===== src/inc/cdrls_pkg.sv =====
// Constants and types for the recovery lock controller
//
// Operation
// - After power-up or any receiver reset, each channel starts in reference-lock.
// - In reference-lock the phase detector is off and serial data is ignored.
// - In data-lock the phase detector is on and tracks data for best phase.
// - Lock state changes in automatic mode or in manual mode.
// - Automatic mode enters data-lock alone, only when all entry conditions hold.
// - Signal-present gates automatic entry only in PIPE mode; ignored otherwise.
// - Automatic entry also needs recovered clock within the ppm threshold.
// - Each channel selects its reference clock from one of two PLLs.
package cdrls_pkg;
  localparam int CDRLS_NCH = 4;
  localparam logic [31:0] CDRLS_ADDR_CTRL = 32'h0000_0000;
  localparam logic [31:0] CDRLS_ADDR_PPM = 32'h0000_0004;
  localparam logic [31:0] CDRLS_ADDR_STAT = 32'h0000_0008;
  localparam logic [31:0] CDRLS_ADDR_LOCKT = 32'h0000_000c;
  // Control field positions, one bit per channel in each nibble
  localparam int CDRLS_CTRL_MANUAL = 0;
  localparam int CDRLS_CTRL_PIPE = 4;
  localparam int CDRLS_CTRL_PLLSEL = 8;
  localparam int CDRLS_CTRL_FREF = 12;
  localparam int CDRLS_CTRL_FDATA = 16;
  localparam logic [31:0] CDRLS_CTRL_RST = 32'h0000_0000;
  localparam logic [31:0] CDRLS_CTRL_MASK = 32'h0000_0fff;
  localparam logic [15:0] CDRLS_PPM_RST = 16'h0064;
  localparam int CDRLS_FREQ_LOCK_NS = 4000;
  localparam int CDRLS_CLK_NS = 4;
  localparam int CDRLS_FREQ_LOCK_CYC = (CDRLS_FREQ_LOCK_NS + CDRLS_CLK_NS - 1) / CDRLS_CLK_NS;
  typedef enum logic [1:0] {
    CDRLS_REF = 2'b01,
    CDRLS_DATA = 2'b10
  } cdrls_state_e;
endpackage


===== src/rtl/cdrls_chan.sv =====
// One channel's reference-lock / data-lock state machine
`timescale 1ns/1ps
module cdrls_chan
  import cdrls_pkg::*;
(
  input wire logic pclk, // Clock
  input wire logic presetn, // Async reset, active low
  input wire logic rx_reset, // Receiver reset, synchronous
  input wire logic manual_mode, // Manual lock mode
  input wire logic pipe_mode, // PCI Express PIPE mode
  input wire logic force_ref, // Manual reference-lock request
  input wire logic force_data, // Manual data-lock request
  input wire logic sig_present, // Signal-present, synchronised
  input wire logic freq_ok, // Recovered clock within threshold
  output logic in_data_lock // High in data-lock
);
  cdrls_state_e state_reg, state_next;

  always_comb
  begin
    state_next = state_reg;
    if (rx_reset)
      state_next = CDRLS_REF;
    else if (manual_mode)
    begin
      if (force_ref)
        state_next = CDRLS_REF;
      else if (force_data)
        state_next = CDRLS_DATA;
    end
    else
    begin
      case (state_reg)
        CDRLS_REF:
          if (freq_ok && (sig_present || !pipe_mode))
            state_next = CDRLS_DATA;
        CDRLS_DATA:
          state_next = CDRLS_DATA;
        default:
          state_next = CDRLS_REF;
      endcase
    end
  end

  always_ff @(posedge pclk or negedge presetn)
  begin
    if (!presetn)
      state_reg <= CDRLS_REF;
    else
      state_reg <= state_next;
  end

  assign in_data_lock = (state_reg == CDRLS_DATA);
endmodule


===== src/rtl/cdrls_top.sv =====
// Lock controller for all receive channels with APB registers
//
// Added by the designer: the APB interface to the registers and the placing of the registers.
`timescale 1ns/1ps
module cdrls_top
  import cdrls_pkg::*;
(
  input wire logic pclk, // Clock, 250 MHz
  input wire logic presetn, // Async reset, active low
  input wire logic psel, // APB select
  input wire logic penable, // APB enable
  input wire logic pwrite, // APB write
  input wire logic [31:0] paddr, // APB address
  input wire logic [31:0] pwdata, // APB write data
  output logic [31:0] prdata, // APB read data
  output logic pready, // APB ready
  output logic pslverr, // APB error
  input wire logic [CDRLS_NCH-1:0] rx_reset, // Per-channel receiver reset pins
  input wire logic [CDRLS_NCH-1:0] sig_detect, // Per-channel signal present pins
  input wire logic [15:0] ppm_diff_a, // Measured ppm offset vs PLL A
  input wire logic [15:0] ppm_diff_b, // Measured ppm offset vs PLL B
  output logic [CDRLS_NCH-1:0] pd_enable, // Phase detector enable
  output logic [CDRLS_NCH-1:0] ref_pll_sel, // Reference PLL select, 1 = B
  output logic [CDRLS_NCH-1:0] freq_locked // High while in data-lock
);
  logic [31:0] ctrl_reg, ctrl_next;
  logic [15:0] ppm_reg, ppm_next;
  logic [CDRLS_NCH-1:0] lockt_reg, lockt_next;
  logic [31:0] prdata_reg, prdata_next;
  logic pready_reg, pready_next;
  logic pslverr_reg, pslverr_next;
  logic [CDRLS_NCH-1:0] rst_s1, rst_s2, sd_s1, sd_s2;
  logic [15:0] pa_s1, pa_s2, pb_s1, pb_s2;
  logic [CDRLS_NCH-1:0] pd_reg, sel_reg, lock_reg;
  logic [CDRLS_NCH-1:0] data_lock;
  logic [CDRLS_NCH-1:0] fref_pulse, fdata_pulse;
  logic [CDRLS_NCH-1:0] fref_reg, fdata_reg;
  logic wr_ctrl, wr_ppm, wr_lockt;
  logic acc;

  function automatic logic addr_hit(input logic [31:0] a, input logic [31:0] r);
    addr_hit = (a == r);
  endfunction

  // Pins pass two flops; multibit ppm measure assumed quasi-static
  // Resets sync to asserted so channels sit in reference-lock until the pin is seen
  always_ff @(posedge pclk or negedge presetn)
  begin
    if (!presetn)
    begin
      rst_s1 <= '1;
      rst_s2 <= '1;
      sd_s1 <= '0;
      sd_s2 <= '0;
      pa_s1 <= '0;
      pa_s2 <= '0;
      pb_s1 <= '0;
      pb_s2 <= '0;
    end
    else
    begin
      rst_s1 <= rx_reset;
      rst_s2 <= rst_s1;
      sd_s1 <= sig_detect;
      sd_s2 <= sd_s1;
      pa_s1 <= ppm_diff_a;
      pa_s2 <= pa_s1;
      pb_s1 <= ppm_diff_b;
      pb_s2 <= pb_s1;
    end
  end

  // Access edge of any transfer; writes and force pulses act only here
  assign acc = psel && penable && pready_reg;

  // One write strobe per writable register (ctrl, ppm, lockt), raised only at the access edge
  always_comb
  begin
    wr_ctrl = 1'b0;
    wr_ppm = 1'b0;
    wr_lockt = 1'b0;
    if (acc && pwrite)
    begin
      if (addr_hit(paddr, CDRLS_ADDR_CTRL))
        wr_ctrl = 1'b1;
      else if (addr_hit(paddr, CDRLS_ADDR_PPM))
        wr_ppm = 1'b1;
      else if (addr_hit(paddr, CDRLS_ADDR_LOCKT))
        wr_lockt = 1'b1;
    end
  end

  // Zero-wait decode: pready answers in the first access cycle
  always_comb
  begin
    ctrl_next = ctrl_reg;
    ppm_next = ppm_reg;
    prdata_next = prdata_reg;
    pslverr_next = 1'b0;
    pready_next = psel && !penable;
    fref_pulse = '0;
    fdata_pulse = '0;
    if (psel && !penable)
    begin
      if (addr_hit(paddr, CDRLS_ADDR_CTRL))
        prdata_next = ctrl_reg;
      else if (addr_hit(paddr, CDRLS_ADDR_PPM))
        prdata_next = {16'h0000, ppm_reg};
      else if (addr_hit(paddr, CDRLS_ADDR_STAT))
        prdata_next = {24'h000000, sel_reg, data_lock};
      else if (addr_hit(paddr, CDRLS_ADDR_LOCKT))
        prdata_next = {28'h0000000, lockt_reg};
      else
      begin
        prdata_next = 32'h0000_0000;
        pslverr_next = 1'b1;
      end
    end
    else if (acc)
    begin
      pslverr_next = 1'b0;
      if (wr_ctrl)
      begin
        // Force bits are pulses; they never read back as set
        ctrl_next = pwdata & CDRLS_CTRL_MASK;
        fref_pulse = pwdata[CDRLS_CTRL_FREF +: CDRLS_NCH];
        fdata_pulse = pwdata[CDRLS_CTRL_FDATA +: CDRLS_NCH];
      end
      else if (wr_ppm)
        ppm_next = pwdata[15:0];
    end
  end

  always_ff @(posedge pclk or negedge presetn)
  begin
    if (!presetn)
    begin
      ctrl_reg <= CDRLS_CTRL_RST;
      ppm_reg <= CDRLS_PPM_RST;
      prdata_reg <= 32'h0000_0000;
      pready_reg <= 1'b0;
      pslverr_reg <= 1'b0;
    end
    else
    begin
      ctrl_reg <= ctrl_next;
      ppm_reg <= ppm_next;
      prdata_reg <= prdata_next;
      pready_reg <= pready_next;
      pslverr_reg <= pslverr_next & pready_next;
    end
  end

  // Force pulses act one edge after the write, so a write that also sets
  // manual mode already shows the new mode bit to the channel
  always_ff @(posedge pclk or negedge presetn)
  begin
    if (!presetn)
    begin
      fref_reg <= '0;
      fdata_reg <= '0;
    end
    else
    begin
      fref_reg <= fref_pulse;
      fdata_reg <= fdata_pulse;
    end
  end

  genvar g;
  generate
    for (g = 0; g < CDRLS_NCH; g++)
    begin : ch
      logic [15:0] diff;
      logic fok;
      assign diff = ctrl_reg[CDRLS_CTRL_PLLSEL + g] ? pb_s2 : pa_s2;
      // An offset equal to the threshold still counts as within it
      assign fok = (diff <= ppm_reg);
      cdrls_chan u_chan (
        .pclk(pclk),
        .presetn(presetn),
        .rx_reset(rst_s2[g]),
        .manual_mode(ctrl_reg[CDRLS_CTRL_MANUAL + g]),
        .pipe_mode(ctrl_reg[CDRLS_CTRL_PIPE + g]),
        .force_ref(fref_reg[g]),
        .force_data(fdata_reg[g]),
        .sig_present(sd_s2[g]),
        .freq_ok(fok),
        .in_data_lock(data_lock[g])
      );
    end
  endgenerate

  // Sticky: set on entry to data-lock wins over a same-cycle clear by write
  always_comb
  begin
    lockt_next = lockt_reg | (data_lock & ~lock_reg);
    if (wr_lockt)
      lockt_next = (lockt_reg & ~pwdata[CDRLS_NCH-1:0]) | (data_lock & ~lock_reg);
  end

  always_ff @(posedge pclk or negedge presetn)
  begin
    if (!presetn)
    begin
      lockt_reg <= '0;
      pd_reg <= '0;
      sel_reg <= '0;
      lock_reg <= '0;
    end
    else
    begin
      lockt_reg <= lockt_next;
      pd_reg <= data_lock;
      sel_reg <= ctrl_reg[CDRLS_CTRL_PLLSEL +: CDRLS_NCH];
      lock_reg <= data_lock;
    end
  end

  assign prdata = prdata_reg;
  assign pready = pready_reg;
  assign pslverr = pslverr_reg;
  assign pd_enable = pd_reg;
  assign ref_pll_sel = sel_reg;
  assign freq_locked = lock_reg;
endmodule


===== config.mk =====
export PLATFORM = sky130hd
export DESIGN_NAME = cdrls_top
export DESIGN_NICKNAME = d
export VERILOG_FILES = /design/src/inc/cdrls_pkg.sv /design/src/rtl/cdrls_chan.sv /design/src/rtl/cdrls_top.sv
export SDC_FILE = /design/constraint.sdc
export NUM_CORES = 1
export LEC_CHECK = 0
export ABC_AREA = 1
export BUFFER_PORTS_ARGS = -buffer_cell sky130_fd_sc_hd__buf_4
export CAP_MARGIN = 5
export CORE_UTILIZATION = 25
export CTS_CLUSTER_SIZE = 14
export DETAILED_ROUTE_END_ITERATION = 10
export GPL_ROUTABILITY_DRIVEN = 0
export PLACE_DENSITY_LB_ADDON = 0.05
export SLEW_MARGIN = 10
export SYNTH_ARGS = -nofsm -noshare
export SYNTH_HDL_FRONTEND = slang
export SYNTH_SLANG_ARGS = --single-unit
export TNS_END_PERCENT = 5

===== constraint.sdc =====
create_clock -name pclk -period 2 [get_ports pclk]
set_input_delay 0.2 -clock pclk [delete_from_list [all_inputs] [get_ports pclk]]
set_output_delay 0.2 -clock pclk [all_outputs]
set_load 0.02 [all_outputs]

# Yosys cells after proc, flatten, opt, wreduce, memory -nomap -nowiden
# Cells that the tools add are included.
dict set report classes {
  reduce_logical 24
  eq_ne 19
  magnitude_cmp 4
  bitwise_logic 9
  mux 53
}
# op n
set ops {}
lappend ops {{two-way mux 16 bit} 6}
lappend ops {{== test 32 x 4 -> 1 bit (second input constant)} 2}
lappend ops {{less-or-equal comparator 16 bit} 4}
lappend ops {{two-way mux 2 bit} 20}
lappend ops {{== test 32 x 3 -> 1 bit (second input constant)} 1}
lappend ops {{zero test 32 bit} 1}
lappend ops {{two-way mux 4 bit} 8}
lappend ops {{!= test 4 x 1 -> 1 bit (second input constant)} 4}
lappend ops {{!= test 4 x 3 -> 1 bit (second input constant)} 4}
lappend ops {{case mux 2 bit (2 select lines)} 4}
lappend ops {{two-way mux 1 bit} 14}
lappend ops {{AND 4 bit} 2}
lappend ops {{== test 2 x 1 -> 1 bit (second input constant)} 4}
lappend ops {{== test 2 bit (second input constant)} 4}
lappend ops {{logical AND 1 bit} 8}
lappend ops {{two-way mux 8 bit} 1}
lappend ops {{NOT 4 bit} 2}
lappend ops {{bitwise OR 4 bit} 2}
lappend ops {{AND reduction 2 bit} 4}
lappend ops {{zero test 1 bit} 5}
lappend ops {{logical OR 1 bit} 4}
lappend ops {{AND reduction 4 bit} 1}
lappend ops {{AND reduction 3 bit} 1}
lappend ops {{NOT 1 bit} 2}
lappend ops {{AND 1 bit} 1}
dict set report totals {
  regBits 170
  out_inout_bits 46
}

# Logic depth before layout (Yosys ltp)
dict set report logic_depth {
  depth_word 7
  ltp_mapped 20
  ltp_nobuf 19
}

# Modules after synthesis
# Synthesis repeated with hierarchy kept, for this count alone.
dict set report hier_totals {
  cells_unflattened 933
  hier_area_um2 8037.7
}
# module instances area_per_inst_um2 cells_per_inst seq_area_each_um2
set by_module_without_submodules {}
lappend by_module_without_submodules {cdrls_top 1 7327.0 829 3667.3}
lappend by_module_without_submodules {cdrls_chan 4 177.7 26 51.3}

# Least setup slack after synthesis
# Ideal clock, no wire load.
dict set report synth_timing {
  path_type {reg2reg}
  start {register ctrl_reg[11]}
  end {register ch[3].u_chan.state_reg[1]}
  synth_period_minus_slack_ps 2011
  path_stages_with_launch 17
  t_arrival_ps 1894
  path_slack_ps -11
  setup_ps 117
  path_cell_list {dfrtp_1 clkbuf_1 clkbuf_1 nand2_1 o21ai_0 ha_1 a21o_1 nor2_1 nand2_1 nand2_1 nand2_1 nand2_1 nand2_1 nand3_1 nand2_1 nand2_1 nand2_1}
}
dict set report synth_via {
  elab_chain_cells 5
}
# item line
set synth_rtl {}
lappend synth_rtl {{start, declared} cdrls_top.sv:26} ;# logic [31:0] ctrl_reg, ctrl_next;
lappend synth_rtl {{start signal, assigned} cdrls_top.sv:146} ;# ctrl_reg <= ctrl_next;
lappend synth_rtl {{two-way mux 16 bit} cdrls_top.sv:176} ;# assign diff = ctrl_reg[CDRLS_CTRL_PLLSEL + g] ? pb_s2 : pa_s2;
lappend synth_rtl {{less-or-equal comparator 16 bit} cdrls_top.sv:178} ;# assign fok = (diff <= ppm_reg);
lappend synth_rtl {{logical AND 1 bit} cdrls_chan.sv:35} ;# if (freq_ok && (sig_present || !pipe_mode))
lappend synth_rtl {{!= test 4 x 3 -> 1 bit (no source line)} n/a}
lappend synth_rtl {{AND reduction 2 bit (no source line)} n/a}
lappend synth_rtl {{end signal, assigned} cdrls_chan.sv:50} ;# state_reg <= state_next;
lappend synth_rtl {{end, declared} cdrls_chan.sv:17} ;# cdrls_state_e state_reg, state_next;
# No other way between the ends.
# A chain may end at the register's enable or synchronous reset.

# Worst setup path in the final report
dict set report layout_timing {
  start {register ctrl_reg[9]}
  end {register ch[1].u_chan.state_reg[1]}
}
dict set report layout_via {
  elab_chain_cells 5
}
# item line
set layout_rtl {}
lappend layout_rtl {{two-way mux 16 bit} cdrls_top.sv:176}
lappend layout_rtl {{less-or-equal comparator 16 bit} cdrls_top.sv:178}
lappend layout_rtl {{logical AND 1 bit} cdrls_chan.sv:35}
lappend layout_rtl {{!= test 4 x 3 -> 1 bit (no source line)} n/a}
lappend layout_rtl {{AND reduction 2 bit (no source line)} n/a}
lappend layout_rtl {{end signal, assigned} cdrls_chan.sv:50}
lappend layout_rtl {{end, declared} cdrls_chan.sv:17}
# No other way between the ends.

==> flow_metrics.tcl <==
set metrics [dict create \
    status "finished with violations" \
    grt_pass1_vias 6265 \
    setup.worst_path.start "ctrl_reg[9]" \
    fin_skew_ns 0.01116 \
    fp-row-count 65 \
    drtPass1Iterations 5 \
    tightest_slew_ns 0.6642 \
    synth_area_sq_um 7989 \
    cts.path.max_buffers 2 \
    fp.dieW_um 180.8 \
    leakage_nw 5.222 \
    grt_setup_unrepaired "yes" \
    place_area_sq_um 9768 \
    initial_core_util_pct 25.38 \
    cts_max_level 4 \
    grt_pass1_wl_um 34960 \
    cts.sinks 154 \
    crit_type "flip-flop to flip-flop" \
    fin_nets 1304 \
    avgRoutedWirePerCell_um 14.07 \
    startpoint_type "flip-flop" \
    p_sw_share_pct 27.42 \
    setup_violations 7 \
    finalHoldViolations 0 \
    synth_warnings 0 \
    layout.cells.non_filler 1538 \
    path_max_fanout 20 \
    timing.rr.start "ctrl_reg[9]" \
    antenna_found_initial 0 \
    viasPerCell 4.159 \
    grt_usage_pct 13.91 \
    crit_required_ns 2.32 \
    syn_area_per_cell_sq_um 8.847 \
    hp-class "input port to flip-flop" \
    p_clk_share_pct 42.2 \
    synth-seq-cells 154 \
    cts_tree "built" \
    drt_iter0_drc 242 \
    clockRootBuffer "clkbuf_16" \
    path_clk_slew_ns 0.07 \
    crit_arrival_ns 2.39 \
    grt_max_degree 57 \
    synth_cell_types 31 \
    final_area_sq_um 10960 \
    violations "setup timing" \
    fillCellCount 3281 \
    min_period_ns 2.073 \
    netSwitchingPower_mw 2.194 \
    finalMaxSlewViolations 0 \
    max_freq_ghz 0.4825 \
    holdWs_ns 0.05806 \
    grt_remaining_overflow 0 \
    layout-drive-gt1-share_pct 28.52 \
    cap_violations 0 \
    ios 155 \
    core_area_sq_um 31470 \
    grt_use_met3_pct 2.701 \
    place.port_buffers 126 \
    antenna_cells 0 \
    ir_drop_uv 490.5 \
    maxSlewHeadroom_pct 55.56 \
    use_met1_pct 19.62 \
    min_from "pwdata[14]" \
    internal_power_mw 5.809 \
    setup_slack_ns -0.07274 \
    area_growth_pct 37.18 \
    power_frac_seq_pct 43.1 \
    drc 0 \
    post-route-period-util_pct 103.6 \
    busiest_layer "met2" \
    wl_um 21650 \
    worstSetupEndpointType "flip-flop" \
    comb_power_share_pct 14.7 \
    die_y_um 180.8 \
    met2_usage_pct 21.71 \
    power.density_nw_per_um2 730.3 \
    num_vias 6396 \
    dp_hpwl_um 16610 \
    ys_seq_area_share_pct 48.47 \
    ant_nets 0 \
    dp.cells 1461 \
    die_area_sq_um 32670 \
    p_total_mw 8.003 \
    clock_latency_ns 0.42 \
    synthCells 903 \
    cts_made_buffers 17 \
]
==> layout make-up <==
class                           instances  area (sq um)  area share [%]
Inverter                              101         380.4           3.471
Sequential cell                       154          3872           35.33
Tap cell                              402         503.0           4.590
Clock inverter                         13         157.7           1.439
Multi-Input combinational cell        617          3615           32.98
Timing Repair Buffer                  232          1978           18.05
Clock buffer                           19         452.9           4.133
==> worst paths after layout <==
kind / to / slack [ns] / depth (start not counted)
worst min register to register: pa_s2[15] / 0.34 / 0
worst max-delay path: ch[1].u_chan.state_reg[1] / -0.07 / 16
worst max register to register: ch[1].u_chan.state_reg[1] / -0.07 / 16
min in group asynchronous: prdata[8] / 0.33 / 2
worst min-delay path: ppm_reg[14] / 0.06 / 3
max in group asynchronous: ch[1].u_chan.state_reg[0] / 0.97 / 3
==> kinds of logic (layout without fill, tap and decap cells) <==
| group | after synthesis | in the layout | synth area share (%) |
|---|---|---|---|
| adders and majority gates | 72 | 72 | 11.28 |
| and+or+nand+nor | 373 | 373 | 20.28 |
| other | 1 | 16 | 0.04694 |
| buffers and inverters | 147 | 365 | 8.520 |
| AOI/OAI and AO/OA | 156 | 156 | 11.40 |
| DFF | 154 | 154 | 48.47 |
==> critical path, stage by stage, from the launching register on <==
cell	delay, ns
dfrtp_1	0.40
buf_12	0.16
buf_12	0.14
nand2_1	0.05
o21ai_1	0.06
ha_1	0.29
a21o_1	0.18
nor2_1	0.11
nand2_1	0.06
nand2_1	0.05
nand2_1	0.05
nand2_2	0.08
nand2_2	0.06
nand3_2	0.07
nand2_1	0.07
nand2_1	0.06
nand2_1	0.04
==> cells in the final DEF (no fill, tap or decap), types with 2 or more instances in the layout <==
cell type / count
a21o_1: 4
nor2_4: 2
conb_1: 16
or4_1: 4
nor3_2: 7
a21oi_1: 22
nand3_2: 3
dlygate4sd3_1: 45
buf_4: 176
o21ai_1: 23
inv_2: 4
dfrtp_1: 139
nand4_1: 7
nand3_1: 40
inv_8: 2
dfstp_2: 15
nand2_4: 3
inv_6: 4
o211ai_1: 5
buf_12: 9
o21ai_2: 30
nor3_1: 3
clkinv_4: 2
o21ai_0: 65
bufinv_16: 2
nand2_1: 221
nor2_1: 47
ha_1: 72
nor4_1: 2
nand2_2: 28
clkbuf_16: 17
a21oi_2: 6
nor4_2: 2
inv_1: 96
clkinvlp_4: 3
clkbuf_8: 2
==> power groups by stage <==
stage          Sequential (mW)  Combinational [mW]  Clock [mW]
2_1_floorplan             3.50               0.626           0
3_3_place_gp              3.52                1.08           0
3_5_place_dp              3.52                1.07           0
4_1_cts                   3.46                1.19        3.51
5_1_grt                   3.48                1.36        3.66
6_report                  3.45                1.18        3.38
==> cells in the mapped netlist <==
library cell  count  area [sq um]
buf_6             7         78.83
nor2_4            2         22.52
nor3_4            1         16.27
o21ai_1           4         20.02
ha_1             72         900.9
and2_4            1         8.760
nand2_2          16         100.1
inv_1            97         364.1
dfrtp_1         139          3478
nor4_2            2         25.02
nand2_1         234         878.3
dfstp_2          15         394.1
conb_1            1         3.750
a21o_1            4         30.03
nor3_1            8         40.04
buf_4            20         150.1
o211ai_1          5         37.54
inv_2             3         11.26
nand3_1          44         220.2
a21oi_1          28         140.1
nor4_1            2         12.51
clkinv_2          1         5.000
or4_1             4         30.03
nor3_2            2         20.02
nor2_1           48         180.2
nand2_4           2         22.52
o21ai_0          86         430.4
nand4_1           7         43.79
o21a_1            1         7.510
clkbuf_1         19         71.32
o21ai_2          28         245.2
==> metrics by stage <==
step / setup TNS (ns) / worst slack [ns] / util [%]
5_1_grt: -1.609 / -0.2464 / 34.82
2_1_floorplan: -0.007245 / -0.004033 / -
4_1_cts: -0.6607 / -0.1054 / 34.72
6_report: -0.2504 / -0.07274 / 34.82
3_5_place_dp: -1.526 / -0.2663 / 31.04
3_3_place_gp: -1.424 / -0.2208 / 31.04
==> metal layers <==
layer	routed length, um	share of wire [%]
met4	192	0.89
met3	800	3.7
met2	9933	46
met5	0	0
met1	10720	50
==> what timing repair did <==
item / in CTS / in global routing
gates resized for setup: 38 / 19
hold buffers: 45 / 0
endpoints found under the hold margin: 89 / 0
buffers inserted: 0 / 0
setup endpoints to repair: 8 / 8
pin swaps: 6 / 4
No activity file was read; power rests on OpenSTA's default activity.
